File: src/inc/adc_glue_pkg.sv
package adc_glue_pkg;

   // ----------------------------------------------------------------
   // clock and timing
   // ----------------------------------------------------------------
   localparam int CLK_PERIOD_NS  = 20;
   // software-delay wait for a conversion; plain default, not a part value
   localparam int CONV_WAIT_NS   = 5000;
   localparam int CONV_WAIT_CYC  =
      (CONV_WAIT_NS + CLK_PERIOD_NS - 1) / CLK_PERIOD_NS;
   // width of the convert-start strobe, a least time
   localparam int START_PULSE_NS = 60;
   localparam int START_CYC      =
      (START_PULSE_NS + CLK_PERIOD_NS - 1) / CLK_PERIOD_NS;
   localparam int WAIT_W         = 9;

   // ----------------------------------------------------------------
   // converters, results and address map
   // ----------------------------------------------------------------
   localparam int NUM_CONV    = 4;
   localparam int SEL_W       = 2;
   localparam int DATA_W      = 12;
   localparam int NUM_RESULTS = 4;
   localparam int IDX_W       = 2;
   localparam int RES_W       = SEL_W + IDX_W + DATA_W;
   localparam int FIFO_DEPTH  = 16;
   localparam int ADDR_W      = 3;
   localparam logic [ADDR_W-1:0] CONV_BASE  = 3'h0;
   localparam logic [ADDR_W-1:0] START_ADDR = 3'h7;
   localparam logic [ADDR_W-1:0] IDLE_ADDR  = 3'h6;

   // ----------------------------------------------------------------
   // sequencer states
   // ----------------------------------------------------------------
   typedef enum logic [2:0] {
      ST_IDLE   = 3'b000,
      ST_START  = 3'b001,
      ST_WAIT   = 3'b010,
      ST_RDADDR = 3'b011,
      ST_RDWAIT = 3'b100,
      ST_RDTAKE = 3'b101,
      ST_RDGAP  = 3'b110
   } seq_state_t;

endpackage

File: src/result_fifo.sv
`timescale 1ns/10ps
module result_fifo #(
   parameter int WIDTH = 16,
   parameter int DEPTH = 16
) (
   input  wire logic             i_sys_clk,   // system clock
   input  wire logic             i_nrst,      // async reset, active low
   input  wire logic             i_in_valid,  // write request
   output logic                  o_in_ready,  // room for a word
   input  wire logic [WIDTH-1:0] i_in_data,   // word written
   output logic                  o_out_valid, // output word present
   input  wire logic             i_out_ready, // consumer takes word
   output logic [WIDTH-1:0]      o_out_data   // registered output word
);
   localparam int AW = $clog2(DEPTH);

   logic [WIDTH-1:0] mem [DEPTH];
   logic [AW-1:0]    wr_ptr_r, wr_ptr_nxt, rd_ptr_r, rd_ptr_nxt;
   logic [AW:0]      count_r, count_nxt;
   logic             out_valid_r, out_valid_nxt;
   logic [WIDTH-1:0] out_data_r, out_data_nxt;
   logic             push, pop;

   // ----------------------------------------------------------------
   // pointers and output stage
   // ----------------------------------------------------------------
   always_comb begin
      push          = i_in_valid && (count_r != (AW+1)'(DEPTH));
      pop           = (count_r != '0) && (!out_valid_r || i_out_ready);
      wr_ptr_nxt    = push ? wr_ptr_r + 1'b1 : wr_ptr_r;
      rd_ptr_nxt    = pop ? rd_ptr_r + 1'b1 : rd_ptr_r;
      count_nxt     = count_r + (AW+1)'(push) - (AW+1)'(pop);
      out_data_nxt  = pop ? mem[rd_ptr_r] : out_data_r;
      out_valid_nxt = pop || (out_valid_r && !i_out_ready);
   end

   always_ff @(posedge i_sys_clk or negedge i_nrst) begin
      if (!i_nrst) begin
         wr_ptr_r    <= '0;
         rd_ptr_r    <= '0;
         count_r     <= '0;
         out_valid_r <= 1'b0;
         out_data_r  <= '0;
      end else begin
         wr_ptr_r    <= wr_ptr_nxt;
         rd_ptr_r    <= rd_ptr_nxt;
         count_r     <= count_nxt;
         out_valid_r <= out_valid_nxt;
         out_data_r  <= out_data_nxt;
      end
   end

   // storage has no reset, so it stays plain memory
   always_ff @(posedge i_sys_clk) begin
      if (push) begin
         mem[wr_ptr_r] <= i_in_data;
      end
   end

   assign o_in_ready  = (count_r != (AW+1)'(DEPTH));
   assign o_out_valid = out_valid_r;
   assign o_out_data  = out_data_r;
endmodule

File: src/adc_host_bus_glue.sv
`timescale 1ns/10ps
module adc_host_bus_glue (
   input  wire logic                 i_sys_clk,          // 50 MHz clock
   input  wire logic                 i_nrst,             // async reset, low
   input  wire logic                 i_start,            // start request
   input  wire logic [1:0]           i_conv_sel,         // converter to read
   input  wire logic                 i_use_busy,         // 1: busy, 0: delay
   input  wire logic                 i_ext_start_n,      // external timer pin
   input  wire logic [3:0]           i_busy,             // busy pins
   input  wire logic [11:0]          i_adc_data,         // shared data pins
   output logic                      o_convert_start_n,  // convert-start
   output logic                      o_rd_n,             // shared read strobe
   output logic [3:0]                o_cs_n,             // chip selects
   output logic                      o_address_strobe_n, // bus cycle strobe
   output logic                      o_rw,               // 1 read, 0 write
   output logic                      o_transfer_ack_n,   // ack from cs
   output logic                      o_active,           // sequence running
   output logic                      o_res_valid,        // result present
   input  wire logic                 i_res_ready,        // result taken
   output logic [15:0]               o_res_data          // {sel,idx,data}
);
   localparam int WAIT_CYC  = adc_glue_pkg::CONV_WAIT_CYC;
   localparam int START_CYC = adc_glue_pkg::START_CYC;
   localparam int AW        = adc_glue_pkg::ADDR_W;
   localparam int WW        = adc_glue_pkg::WAIT_W;

   // ----------------------------------------------------------------
   // pin synchronisers
   // ----------------------------------------------------------------
   logic [3:0]  busy_s1_r, busy_s2_r;
   logic [11:0] data_s1_r, data_s2_r;
   logic        ext_s1_r, ext_s2_r, ext_d_r;

   always_ff @(posedge i_sys_clk or negedge i_nrst) begin
      if (!i_nrst) begin
         busy_s1_r <= 4'h0;
         busy_s2_r <= 4'h0;
         data_s1_r <= 12'h000;
         data_s2_r <= 12'h000;
         ext_s1_r  <= 1'b1;
         ext_s2_r  <= 1'b1;
         ext_d_r   <= 1'b1;
      end else begin
         busy_s1_r <= i_busy;
         busy_s2_r <= busy_s1_r;
         data_s1_r <= i_adc_data;
         data_s2_r <= data_s1_r;
         ext_s1_r  <= i_ext_start_n;
         ext_s2_r  <= ext_s1_r;
         ext_d_r   <= ext_s2_r;
      end
   end

   // ----------------------------------------------------------------
   // sequencer and processor-style bus cycle
   // ----------------------------------------------------------------
   adc_glue_pkg::seq_state_t state_r, state_nxt;
   logic [1:0]    sel_r, sel_nxt;
   logic [1:0]    idx_r, idx_nxt;
   logic          use_busy_r, use_busy_nxt;
   logic          seen_hi_r, seen_hi_nxt;
   logic [WW-1:0] cnt_r, cnt_nxt;
   logic          as_n_r, as_n_nxt;
   logic          rw_r, rw_nxt;
   logic [AW-1:0] addr_r, addr_nxt;
   logic          rd_n_r, rd_n_nxt;
   logic [3:0]    cs_n_r, cs_n_nxt;
   logic          convert_start_n_n_r, convert_start_n_n_nxt;
   logic          ack_n_r, ack_n_nxt;
   logic          active_r, active_nxt;
   logic          ext_fall, busy_sel, fifo_ready, push;
   logic [15:0]   push_data;

   always_comb begin
      state_nxt    = state_r;
      sel_nxt      = sel_r;
      idx_nxt      = idx_r;
      use_busy_nxt = use_busy_r;
      seen_hi_nxt  = seen_hi_r;
      cnt_nxt      = cnt_r;
      as_n_nxt     = 1'b1;
      rw_nxt       = 1'b1;
      addr_nxt     = adc_glue_pkg::IDLE_ADDR;
      push         = 1'b0;
      ext_fall     = ext_d_r && !ext_s2_r;
      busy_sel     = busy_s2_r[sel_r];
      push_data    = {sel_r, idx_r, data_s2_r};
      unique case (state_r)
         adc_glue_pkg::ST_IDLE: begin
            sel_nxt      = i_conv_sel;
            use_busy_nxt = i_use_busy;
            seen_hi_nxt  = 1'b0;
            idx_nxt      = 2'h0;
            if (i_start) begin
               cnt_nxt   = WW'(START_CYC - 1);
               state_nxt = adc_glue_pkg::ST_START;
               as_n_nxt  = 1'b0;
               rw_nxt    = 1'b0;
               addr_nxt  = adc_glue_pkg::START_ADDR;
            end else if (ext_fall) begin
               cnt_nxt   = WW'(WAIT_CYC - 1);
               state_nxt = adc_glue_pkg::ST_WAIT;
            end
         end
         adc_glue_pkg::ST_START: begin
            if (cnt_r == '0) begin
               cnt_nxt   = WW'(WAIT_CYC - 1);
               state_nxt = adc_glue_pkg::ST_WAIT;
            end else begin
               cnt_nxt  = cnt_r - 1'b1;
               as_n_nxt = 1'b0;
               rw_nxt   = 1'b0;
               addr_nxt = adc_glue_pkg::START_ADDR;
            end
         end
         adc_glue_pkg::ST_WAIT: begin
            // no bus cycle while converting
            if (busy_sel) begin
               seen_hi_nxt = 1'b1;
            end
            if (cnt_r != '0) begin
               cnt_nxt = cnt_r - 1'b1;
            end
            // busy falling ends the wait, or the delay runs out
            if ((use_busy_r && seen_hi_r && !busy_sel) ||
                (!use_busy_r && cnt_r == '0)) begin
               state_nxt = adc_glue_pkg::ST_RDGAP;
            end
         end
         adc_glue_pkg::ST_RDADDR: begin
            as_n_nxt = 1'b0;
            addr_nxt = adc_glue_pkg::CONV_BASE + AW'(sel_r);
            if (!ack_n_r) begin
               state_nxt = adc_glue_pkg::ST_RDWAIT;
            end
         end
         adc_glue_pkg::ST_RDWAIT: begin
            // the extra wait state also lets the data synchroniser fill
            as_n_nxt  = 1'b0;
            addr_nxt  = adc_glue_pkg::CONV_BASE + AW'(sel_r);
            state_nxt = adc_glue_pkg::ST_RDTAKE;
         end
         adc_glue_pkg::ST_RDTAKE: begin
            push      = 1'b1;
            idx_nxt   = idx_r + 1'b1;
            state_nxt = (idx_r == 2'(adc_glue_pkg::NUM_RESULTS - 1)) ?
                        adc_glue_pkg::ST_IDLE :
                        adc_glue_pkg::ST_RDGAP;
         end
         adc_glue_pkg::ST_RDGAP: begin
            // a read starts only with room for its result
            if (fifo_ready) begin
               as_n_nxt  = 1'b0;
               addr_nxt  = adc_glue_pkg::CONV_BASE + AW'(sel_r);
               state_nxt = adc_glue_pkg::ST_RDADDR;
            end
         end
         default: begin
            state_nxt = adc_glue_pkg::ST_IDLE;
         end
      endcase
      rd_n_nxt     = as_n_nxt | !rw_nxt;
      convert_start_n_n_nxt = !(!as_n_nxt && !rw_nxt &&
                       addr_nxt == adc_glue_pkg::START_ADDR);
      ack_n_nxt    = &cs_n_r;
      active_nxt   = (state_nxt != adc_glue_pkg::ST_IDLE);
   end

   genvar g;
   generate
      for (g = 0; g < adc_glue_pkg::NUM_CONV; g++) begin : g_cs
         assign cs_n_nxt[g] = !(!as_n_nxt && rw_nxt && addr_nxt ==
                                adc_glue_pkg::CONV_BASE + AW'(g));
      end
   endgenerate

   always_ff @(posedge i_sys_clk or negedge i_nrst) begin
      if (!i_nrst) begin
         state_r    <= adc_glue_pkg::ST_IDLE;
         sel_r      <= 2'h0;
         idx_r      <= 2'h0;
         use_busy_r <= 1'b0;
         seen_hi_r  <= 1'b0;
         cnt_r      <= '0;
         as_n_r     <= 1'b1;
         rw_r       <= 1'b1;
         addr_r     <= adc_glue_pkg::IDLE_ADDR;
         rd_n_r     <= 1'b1;
         cs_n_r     <= 4'hF;
         convert_start_n_n_r <= 1'b1;
         ack_n_r    <= 1'b1;
         active_r   <= 1'b0;
      end else begin
         state_r    <= state_nxt;
         sel_r      <= sel_nxt;
         idx_r      <= idx_nxt;
         use_busy_r <= use_busy_nxt;
         seen_hi_r  <= seen_hi_nxt;
         cnt_r      <= cnt_nxt;
         as_n_r     <= as_n_nxt;
         rw_r       <= rw_nxt;
         addr_r     <= addr_nxt;
         rd_n_r     <= rd_n_nxt;
         cs_n_r     <= cs_n_nxt;
         convert_start_n_n_r <= convert_start_n_n_nxt;
         ack_n_r    <= ack_n_nxt;
         active_r   <= active_nxt;
      end
   end

   // ----------------------------------------------------------------
   // result buffer
   // ----------------------------------------------------------------
   result_fifo #(
      .WIDTH (adc_glue_pkg::RES_W),
      .DEPTH (adc_glue_pkg::FIFO_DEPTH)
   ) u_fifo (
      .i_sys_clk   (i_sys_clk),
      .i_nrst      (i_nrst),
      .i_in_valid  (push),
      .o_in_ready  (fifo_ready),
      .i_in_data   (push_data),
      .o_out_valid (o_res_valid),
      .i_out_ready (i_res_ready),
      .o_out_data  (o_res_data)
   );

   assign o_convert_start_n  = convert_start_n_n_r;
   assign o_rd_n             = rd_n_r;
   assign o_cs_n             = cs_n_r;
   assign o_address_strobe_n = as_n_r;
   assign o_rw               = rw_r;
   assign o_transfer_ack_n   = ack_n_r;
   assign o_active           = active_r;

   // ----------------------------------------------------------------
   // checks
   // ----------------------------------------------------------------
   chk_start_decode: assert property (
      @(posedge i_sys_clk) disable iff (!i_nrst)
      !convert_start_n_n_r |-> (!as_n_r && !rw_r && (&cs_n_r) &&
                       addr_r == adc_glue_pkg::START_ADDR))
      else $error("start strobe without decoded write");
   chk_rd_strobe_form: assert property (
      @(posedge i_sys_clk) disable iff (!i_nrst)
      !rd_n_r |-> (!as_n_r && rw_r && !(&cs_n_r)))
      else $error("read strobe without read cycle");
   chk_ack_from_cs: assert property (
      @(posedge i_sys_clk) disable iff (!i_nrst)
      $fell(&cs_n_r) |=> !ack_n_r)
      else $error("ack did not follow chip select");
   chk_no_read_conv: assert property (
      @(posedge i_sys_clk) disable iff (!i_nrst)
      (state_r == adc_glue_pkg::ST_WAIT) |-> (rd_n_r && (&cs_n_r)))
      else $error("read during conversion");
   chk_wait_state: assert property (
      @(posedge i_sys_clk) disable iff (!i_nrst)
      $fell(ack_n_r) |=> (state_r == adc_glue_pkg::ST_RDWAIT) ##1
      (state_r == adc_glue_pkg::ST_RDTAKE && !rd_n_r))
      else $error("missing wait state");
   chk_one_cs: assert property (
      @(posedge i_sys_clk) disable iff (!i_nrst)
      !(&cs_n_r) |-> ($onehot0(~cs_n_r) && cs_n_r[sel_r] == 1'b0))
      else $error("wrong chip select");
   chk_same_addr: assert property (
      @(posedge i_sys_clk) disable iff (!i_nrst)
      (state_r != adc_glue_pkg::ST_IDLE) |=> $stable(sel_r))
      else $error("converter changed mid sequence");
   chk_four_reads: assert property (
      @(posedge i_sys_clk) disable iff (!i_nrst)
      (state_r == adc_glue_pkg::ST_RDTAKE && idx_r == 2'h3) |=>
      (state_r == adc_glue_pkg::ST_IDLE && idx_r == 2'h0))
      else $error("sequence not ended after fourth read");
   chk_busy_end: assert property (
      @(posedge i_sys_clk) disable iff (!i_nrst)
      (state_r == adc_glue_pkg::ST_WAIT && use_busy_r && seen_hi_r &&
       !busy_sel) |=> (state_r == adc_glue_pkg::ST_RDGAP))
      else $error("busy end not acted on");
endmodule

File: config.mk
export PLATFORM = sky130hd
export DESIGN_NAME = adc_host_bus_glue
export DESIGN_NICKNAME = d
export VERILOG_FILES = /design/src/inc/adc_glue_pkg.sv /design/src/result_fifo.sv /design/src/adc_host_bus_glue.sv
export SDC_FILE = /design/constraint.sdc
export NUM_CORES = 1
export LEC_CHECK = 0
export BUFFER_PORTS_ARGS = -buffer_cell sky130_fd_sc_hd__buf_4
export CORE_AREA = 2 2 181 183
export CTS_CLUSTER_DIAMETER = 100
export CTS_CLUSTER_SIZE = 28
export DETAILED_ROUTE_END_ITERATION = 16
export DIE_AREA = 0 0 183 185
export MAX_ROUTING_LAYER = met4
export PLACE_DENSITY_LB_ADDON = 0.15
export SYNTH_ARGS = -nofsm -noshare
export SYNTH_HDL_FRONTEND = slang
export SYNTH_HIERARCHICAL = 1
export SYNTH_SLANG_ARGS = --single-unit
File: constraint.sdc
create_clock -name i_sys_clk -period 4.15 [get_ports i_sys_clk]
set_input_delay 0.6225 -clock i_sys_clk [delete_from_list [all_inputs] [get_ports i_sys_clk]]
set_output_delay 0.6225 -clock i_sys_clk [all_outputs]
set_load 0.02 [all_outputs]
==> results of run 1 <==
## routing by layer
layer | vias to the layer above | part of all wire [%] | global-route usage, %
li1 | 2898 | - | -
met1 | 3592 | 43 | 23.3
met2 | 151 | 51 | 30.7
met3 | 38 | 3.7 | 2.12
met4 | 0 | 2.1 | 3.49
met5 | - | 0 | -
## worst max-delay path, cell delays in order (launching register included)
cell and delay (ns):
sky130_fd_sc_hd__dfrtp_1 0.66, sky130_fd_sc_hd__and3b_1 0.33, sky130_fd_sc_hd__nand2_1 0.24, sky130_fd_sc_hd__nor3b_1 0.40
sky130_fd_sc_hd__and2_1 0.98
## cell usage in the layout (no fill, tap or decap), types with 2 or more instances in the layout
master / count
sky130_fd_sc_hd__ha_1: 14
sky130_fd_sc_hd__xnor2_1: 8
sky130_fd_sc_hd__mux4_2: 66
sky130_fd_sc_hd__buf_12: 2
sky130_fd_sc_hd__nand4_1: 3
sky130_fd_sc_hd__mux2i_1: 15
sky130_fd_sc_hd__inv_1: 29
sky130_fd_sc_hd__nor3b_1: 5
sky130_fd_sc_hd__and3b_1: 2
sky130_fd_sc_hd__o22ai_1: 21
sky130_fd_sc_hd__nor2b_1: 5
sky130_fd_sc_hd__nor2_1: 14
sky130_fd_sc_hd__nor4_2: 4
sky130_fd_sc_hd__xor2_1: 3
sky130_fd_sc_hd__a211oi_1: 17
sky130_fd_sc_hd__clkinv_1: 2
sky130_fd_sc_hd__nand3_1: 7
sky130_fd_sc_hd__nand2b_1: 4
sky130_fd_sc_hd__buf_4: 70
sky130_fd_sc_hd__clkbuf_1: 8
sky130_fd_sc_hd__mux2_2: 4
sky130_fd_sc_hd__o31ai_1: 3
sky130_fd_sc_hd__o21ai_0: 6
sky130_fd_sc_hd__dfrtp_1: 79
sky130_fd_sc_hd__dfstp_2: 12
sky130_fd_sc_hd__or4_1: 2
sky130_fd_sc_hd__nor3_1: 2
sky130_fd_sc_hd__a2bb2oi_1: 3
sky130_fd_sc_hd__clkbuf_16: 17
sky130_fd_sc_hd__nand2_1: 17
sky130_fd_sc_hd__and2_1: 8
sky130_fd_sc_hd__a32oi_1: 3
sky130_fd_sc_hd__a21oi_1: 14
sky130_fd_sc_hd__nand3b_1: 3
sky130_fd_sc_hd__edfxtp_1: 256
sky130_fd_sc_hd__a21o_1: 16
sky130_fd_sc_hd__or3_1: 4
## area by class of cell
cell class	count	area, um^2
clock inverters	3	20.0
well taps	408	510
multi-input cells	295	3190
clock buffers	25	455
fillers	2740	17200
repair buffers	72	566
flip-flops and latches	349	10000
inverters	30	113
## metrics by stage
step / cells / hold WS, ns / worst slack (ns)
floorplan: 710 / 0.327 / 1.20
detailed placement: 1154 / 0.335 / 1.22
finish: 1182 / 0.114 / 1.16
CTS: 1182 / 0.136 / 1.18
global route: 1182 / 0.153 / 0.953
global placement: 1154 / 0.332 / 1.36
## flip-flops by register name (all words and copies together), names as in the netlist, 5 cells and up
signal / flops
cnt_r: 9
data_s1_r: 12
data_s2_r: 12
u_fifo/count_r: 5
u_fifo/mem: 256
u_fifo/o_out_data: 16
## Yosys cell counts, types with 2 or more instances
master | n | area (um^2)
sky130_fd_sc_hd__a211oi_1 | 17 | 128
sky130_fd_sc_hd__a21o_1 | 16 | 120
sky130_fd_sc_hd__a21oi_1 | 14 | 70.1
sky130_fd_sc_hd__a2bb2oi_1 | 3 | 26.3
sky130_fd_sc_hd__a32oi_1 | 3 | 26.3
sky130_fd_sc_hd__and2_1 | 8 | 50.1
sky130_fd_sc_hd__and3b_1 | 2 | 17.5
sky130_fd_sc_hd__buf_2 | 14 | 70.1
sky130_fd_sc_hd__buf_4 | 5 | 37.5
sky130_fd_sc_hd__clkbuf_1 | 17 | 63.8
sky130_fd_sc_hd__dfrtp_1 | 81 | 2030
sky130_fd_sc_hd__dfstp_2 | 12 | 315
sky130_fd_sc_hd__edfxtp_1 | 256 | 7690
sky130_fd_sc_hd__ha_1 | 14 | 175
sky130_fd_sc_hd__inv_1 | 29 | 109
sky130_fd_sc_hd__mux2_2 | 4 | 45.0
sky130_fd_sc_hd__mux2i_1 | 15 | 150
sky130_fd_sc_hd__mux4_2 | 66 | 1490
sky130_fd_sc_hd__nand2_1 | 17 | 63.8
sky130_fd_sc_hd__nand2b_1 | 4 | 25.0
sky130_fd_sc_hd__nand3_1 | 7 | 35.0
sky130_fd_sc_hd__nand3b_1 | 3 | 22.5
sky130_fd_sc_hd__nand4_1 | 3 | 18.8
sky130_fd_sc_hd__nor2_1 | 14 | 52.6
sky130_fd_sc_hd__nor2b_1 | 5 | 31.3
sky130_fd_sc_hd__nor3_1 | 2 | 10.0
sky130_fd_sc_hd__nor3b_1 | 5 | 37.5
sky130_fd_sc_hd__nor4_1 | 5 | 31.3
sky130_fd_sc_hd__o21ai_0 | 6 | 30.0
sky130_fd_sc_hd__o22ai_1 | 21 | 131
sky130_fd_sc_hd__o31ai_1 | 3 | 22.5
sky130_fd_sc_hd__or3_1 | 4 | 25.0
sky130_fd_sc_hd__or4_1 | 2 | 15.0
sky130_fd_sc_hd__xnor2_1 | 8 | 70.1
sky130_fd_sc_hd__xor2_1 | 3 | 26.3
## cells by family after synthesis
logic type      Yosys count  synth area share (%)
compound gates           91                  4.68
fa+ha+maj                15                  1.45
buf+inv                  66                  2.11
mux                      85                  12.5
simple gates             93                  4.15
xor+xnor                 11                 0.715
flops                   349                  74.4
## report_power, final
part           internal (mW)  total, mW  switching [mW]
sequential              4.14       4.69           0.546
combinational           1.36       2.78            1.42
clock                  0.778       1.80            1.02
## how the worst max path moves through the flow
stage,startpoint,endpoint,cells past startpoint
final,state_r[0]$_DFF_PN0_,u_fifo/mem[11][11]$_DFFE_PP_,4
after global routing,state_r[0]$_DFF_PN0_,u_fifo/mem[11][2]$_DFFE_PP_,4
after CTS,state_r[0]$_DFF_PN0_,u_fifo/mem[10][1]$_DFFE_PP_,4
after detailed placement,state_r[0]$_DFF_PN0_,u_fifo/mem[11][3]$_DFFE_PP_,4
after global placement,state_r[0]$_DFF_PN0_,u_fifo/mem[10][6]$_DFFE_PP_,4
after floorplan,state_r[1]$_DFF_PN0_,u_fifo/mem[1][0]$_DFFE_PP_,4
==> qor_table.md, run 1 <==
| Parameter | Reported |
|:---|:---|
| Starting density of the core | 42.1% |
| CTS tree | yes |
| Global-route wire length before repair | 43600 um |
| Final worst clock skew | 0.0168 ns |
| Number of cells on the worst reg-to-reg path | 4 |
| Vias | 6679 |
| Maximum number of pins on one net before global-route repair | 48 |
| HPWL reported at the end of detailed placement | 17900 um |
| Most used flip-flop cell after synthesis | sky130_fd_sc_hd__edfxtp_1 |
| Number of buffers created by CTS | 16 |
| Total placed instance area | 14400 um^2 |
| Maximum fanout encountered on the critical timing path | 18 |
| Fraction of layout instances using a drive strength above 1 | 24.2% |
| Sum of negative setup slack | 0 ns |
| Antenna Violating Nets Remaining | 0 |
| 1st-iter DRT viols | 458 |
| Die Y | 185 um |
| R2r endpoint | u_fifo/mem[11][11]$_DFFE_PP_ |
| Post-detailed-route wirelength per cell | 23.9 um |
| Power Density | 623 nW/um^2 |
| Number of antenna violations at the first check in global routing | 0 |
| Req. time, crit path | 4.27 ns |
| Die outline width | 183 um |
| Sum of internal, switching and leakage power | 9.27 mW |
| Maximum operating frequency | 0.334 GHz |
| End-of-flow core utilization | 46.5% |
| Final Routed Wirelength | 28300 um |
| # clock sinks | 349 |
| Area of all placed cells without fillers | 14900 um^2 |
| Run status | finished, final reports clean |
| Final worst path period share | 72.1% |
| Global placer's final weighted congestion | 0.780 |
| Type of the most critical hold path | input pin to async pin |
| Final Hold Fails | 0 |
| Count of buffers inserted at the top-level ports | 50 |
| Synthesized netlist cell count | 710 |
| Clock period minus final worst setup slack | 2.99 ns |
| Cell row count | 66 |
| Number of global-route vias before repair | 7075 |
| Yosys warning count | 6 |
| GRT Total Usage | 17.9% |
| Post-synthesis to final-layout area growth | 10.5% |
| Cts hold-fix bufs | 0 |
| Total die area | 33900 um^2 |
| Number of gates given a new drive strength after cts | 0 |
| Synthesized area | 13500 um^2 |
| I/O pins | 51 |
| CP Class | flip-flop to flip-flop |
| Maximum resistive drop on vdd | 408 uV |
| Post-synthesis cell type count | 57 |
| Number of nets produced by synthesis | 749 |
| Clock transition at the registers of the reported paths | 0.10 ns |
| Setup repair after global routing missed its margin | false |
| Clock Tree Root | sky130_fd_sc_hd__clkbuf_16 |
| Setup slack, reg-to-reg | 1.16 ns |
| Maximum count of clock buffers along a single path | 3 |
| Share of the yosys chip area belonging to registers | 74.4% |
| Arrival time of data at the critical path endpoint | 3.11 ns |
| Async set-or-reset flop fraction in the synthesized netlist | 26.6% |
| GRT overflow | 0 |
| Routed vias/inst | 5.65 |
| Static Leak | 5.21 nW |
| Category of the worst setup path launch point | flip-flop |
| Slew at the pin with the worst max-slew slack | 1.19 ns |
| Worst-skew pair later-pin latency | 0.51 ns |
| Yosys reg bits | 349 |
| Slew headroom | 20.7% |
| Antenna diode instance count | 0 |
| Synthesized area divided by synthesized cell count | 19.0 um^2 |
| Pins over their slew limit | 0 |
| Number of optimization iterations in the first detailed-route pass | 5 |
| Level count of the clock H-tree | 1 |
| Number of synthesized flops with an enable pin | 256 |
| Final setup violating endpoints | 0 |
| Core area | 32000 um^2 |
| Max Cap Violations | 0 |
| Launch instance of the worst register-to-register path | state_r[0]$_DFF_PN0_ |
| DR DRC count | 0 |
| Post-CTS repair timing setup buffer count | 0 |
| Post-layout nets | 803 |
| Endpoint class of the critical path | flip-flop |
Power figures use the tool's default switching activity.
==> inputs of run 2 (changes only) <==
- clock period: 4.15 -> 2.6 ns (I/O delays scaled with it)
==> run 2 against run 1 <==
Net effect:
- setup slack got worse by 1.0 ns
- wire length fell by 2.1%
- final cell count is 3.7% higher
- maximum frequency grew 20%
- register-to-register slack got worse by 1.0 ns
- global-route usage down 0.34 points
- first-iteration DRC count up 6.3%
- clock power increased by 62%
- sequential share of layout area is 2.3 points lower
- critical path type unchanged
==> qor_table.md, run 2 (synthesis gave the netlist of run 1 again) <==
| Parameter | Reported | Change |
|:---|:---|:---|
| Run status | finished, final reports clean |  |
| Pins over their slew limit | 0 | unchanged |
| Die Y | 185 um | unchanged |
| Area of all placed cells without fillers | 15400 um^2 | +3.6% |
| Worst-skew pair later-pin latency | 0.52 ns | about the same |
| Endpoint class of the critical path | flip-flop |  |
| Vias | 6670 | -0.13% |
| Clk pwr share | 19.4% | about the same |
| Slew at the pin with the worst max-slew slack | 0.623 ns | -0.567 ns |
| Maximum fanout encountered on the critical timing path | 2 | -16 |
| Switching component of the power | 4.76 mW | +60% |
| I/O pins | 51 | unchanged |
| Maximum operating frequency | 0.402 GHz | +20% |
| Number of global-route vias before repair | 7070 | -0.071% |
| Number of optimization iterations in the first detailed-route pass | 5 | unchanged |
| Worst path cell trace | inv_2 -> ha_4 -> nor4b_4 -> nand2b_4 -> inv_1 -> ha_1 -> inv_2 -> ha_4 -> inv_2 -> fa_2 -> inv_1 -> a21oi_1 -> o21bai_1 -> xnor2_1 |  |
| Post-detailed-route wirelength per cell | 22.6 um | -5.6% |
| Clock Tree Root | sky130_fd_sc_hd__clkbuf_16 |  |
| Register name with the most flops | u_fifo/mem |  |
| Setup WS post-layout | 0.112 ns | -1.05 ns |
| Global placer's final weighted congestion | 0.793 | +1.7% |
| Static Leak | 5.44 nW | +4.5% |
| Cell type of the slowest stage on the worst timing path | sky130_fd_sc_hd__dfrtp_1 |  |
| Maximum count of clock buffers along a single path | 3 | unchanged |
| Final Routed Wirelength | 27700 um | -2.1% |
| Number of buffers created by CTS | 16 | unchanged |
| Routed vias/inst | 5.44 | -3.7% |
| Type of the most critical hold path | input pin to flip-flop |  |
| Power Density | 974 nW/um^2 | +56% |
| Post-layout nets | 847 | +5.5% |
| Clock period minus final worst setup slack | 2.49 ns | -0.504 ns |
| Antenna diode instance count | 0 | unchanged |
| Setup slack, reg-to-reg | 0.11 ns | -1.05 ns |
| CTS tree | yes |  |
| Die outline width | 183 um | unchanged |
| Global-route wire length before repair | 43000 um | -1.5% |
| Final worst clock skew | 0.0230 ns | +0.00625 ns |
| Slowest Stage Delay on Critical Path | 0.41 ns | -0.57 ns |
| Cell row count | 66 | unchanged |
| Beginning of the critical path | u_fifo/count_r[2]$_DFF_PN0_ |  |
| Sequential Power Share | 47.8% | -2.8 points |
| Req. time, crit path | 3.03 ns | -1.24 ns |
| GRT Total Usage | 17.5% | -0.34 points |
| Count of buffers inserted at the top-level ports | 50 | unchanged |
| Category of the worst setup path launch point | flip-flop |  |
| Slew headroom | 58.5% | +38 points |
| CP top delay family | adder cells |  |
| Maximum number of pins on one net before global-route repair | 60 | +25% |
| Sum of negative setup slack | 0 ns | unchanged |
| HPWL reported at the end of detailed placement | 17500 um | -2.4% |
| Total placed instance area | 14700 um^2 | +1.9% |
| Clock transition at the registers of the reported paths | 0.10 ns | about the same |
| Arrival time of data at the critical path endpoint | 2.92 ns | -0.19 ns |
| Min-Delay Startpoint | i_conv_sel[0] |  |
| Final setup violating endpoints | 0 | unchanged |
| Gate power share | 32.8% | +2.8 points |
| Most frequent cells in the layout | sky130_fd_sc_hd__edfxtp_1 (256), sky130_fd_sc_hd__buf_4 (88), sky130_fd_sc_hd__dfrtp_1 (79), sky130_fd_sc_hd__mux4_2 (66), sky130_fd_sc_hd__inv_1 (25) |  |
| Final Hold Fails | 0 | unchanged |
| Fraction of layout instances using a drive strength above 1 | 27.0% | +2.9 points |
| Setup repair after global routing missed its margin | false |  |
| 1st-iter DRT viols | 487 | +6.3% |
| CP Class | flip-flop to flip-flop |  |
| DR DRC count | 0 | unchanged |
| Max Cap Violations | 0 | unchanged |
| Level count of the clock H-tree | 1 | unchanged |
| Core area | 32000 um^2 | unchanged |
| Final worst path period share | 95.7% | +24 points |
| Cell internal pwr | 10.3 mW | +63% |
| End-of-flow core utilization | 48.1% | +1.7 points |
| Crit path buffers/inverters | 5 | +5 |
| Switching Share | 31.7% | -0.45 points |
| Total die area | 33900 um^2 | unchanged |
| Post-synthesis to final-layout area growth | 14.4% |  |
| GRT overflow | 0 | unchanged |
| Launch instance of the worst register-to-register path | u_fifo/count_r[2]$_DFF_PN0_ |  |
| Flip-flop count of the largest register after layout | 256 | unchanged |
| Starting density of the core | 42.1% | unchanged |
| Cell repeated most along the worst path | sky130_fd_sc_hd__inv_2 |  |
| Sum of internal, switching and leakage power | 15.0 mW | +62% |
| Maximum resistive drop on vdd | 482 uV | +18% |
| Leading cell type in the layout, fill and taps excluded | sky130_fd_sc_hd__edfxtp_1 |  |
| # clock sinks | 349 | unchanged |
| Antenna Violating Nets Remaining | 0 | unchanged |
| Placement-stage worst setup slack | -0.245 ns | -1.46 ns |
| Number of antenna violations at the first check in global routing | 0 | unchanged |
## run 2: cell types whose count changed in the layout (fill, tap and decap cells not counted), moves of 2 or more
cell / change
sky130_fd_sc_hd__buf_4: +18
sky130_fd_sc_hd__dlygate4sd3_1: +18
sky130_fd_sc_hd__buf_12: +8
sky130_fd_sc_hd__inv_1: -4
sky130_fd_sc_hd__inv_2: +4
sky130_fd_sc_hd__clkbuf_1: +2
sky130_fd_sc_hd__ha_1: -2
sky130_fd_sc_hd__ha_4: +2
## run 2: final cells by class
cell class                      instances  area (um^2)
Multi-Input combinational cell        295         3240
Timing Repair Buffer                  116         1040
Fill cell                            2674        16600
Clock buffer                           27          463
Clock inverter                          1         16.3
Inverter                               30          113
Tap cell                              408          510
Sequential cell                       349        10000
## run 2: power by group through the flow
stage	combinational (mW)	sequential [mW]	clock [mW]
final	4.93	7.18	2.91
after global routing	5.36	7.28	3.25
after CTS	4.98	7.20	3.03
after detailed placement	4.90	7.31	0
after global placement	4.81	7.26	0
after floorplan	3.28	7.27	0
## run 2: layer usage
layer  routed length [um]  track usage [%]
met4                  475             3.68
met3                  937             2.03
met2                14300             30.0
met5                    0                -
met1                12000             22.9
## run 2: path summary, 6_finish.rpt
check,depth (start not counted),to
min,2,sel_r[0]$_DFFE_PN0P_
max reg2reg,14,u_fifo/count_r[4]$_DFF_PN0_
min in group asynchronous,2,u_fifo/o_out_data[13]$_DFFE_PN0P_
max in group asynchronous,3,o_cs_n[1]$_DFF_PN1_
min reg2reg,0,data_s2_r[5]$_DFF_PN0_
max,14,u_fifo/count_r[4]$_DFF_PN0_
## run 2: what timing repair did
| action | CTS | global route |
|---|---|---|
| hold endpoints to repair | 51 | 0 |
| buffers inserted | 2 | 1 |
| resized for setup | 8 | 4 |
| pin swaps | 3 | 3 |
| endpoints found under the setup margin | 3 | 1 |
| hold buffers | 18 | 0 |
## run 2: stage by stage
step / std cells / hold slack (ns)
floorplan: 710 / 0.0944
global placement: 1177 / 0.333
detailed placement: 1177 / 0.335
CTS: 1225 / 0.0848
global route: 1226 / 0.0718
finish: 1226 / 0.103
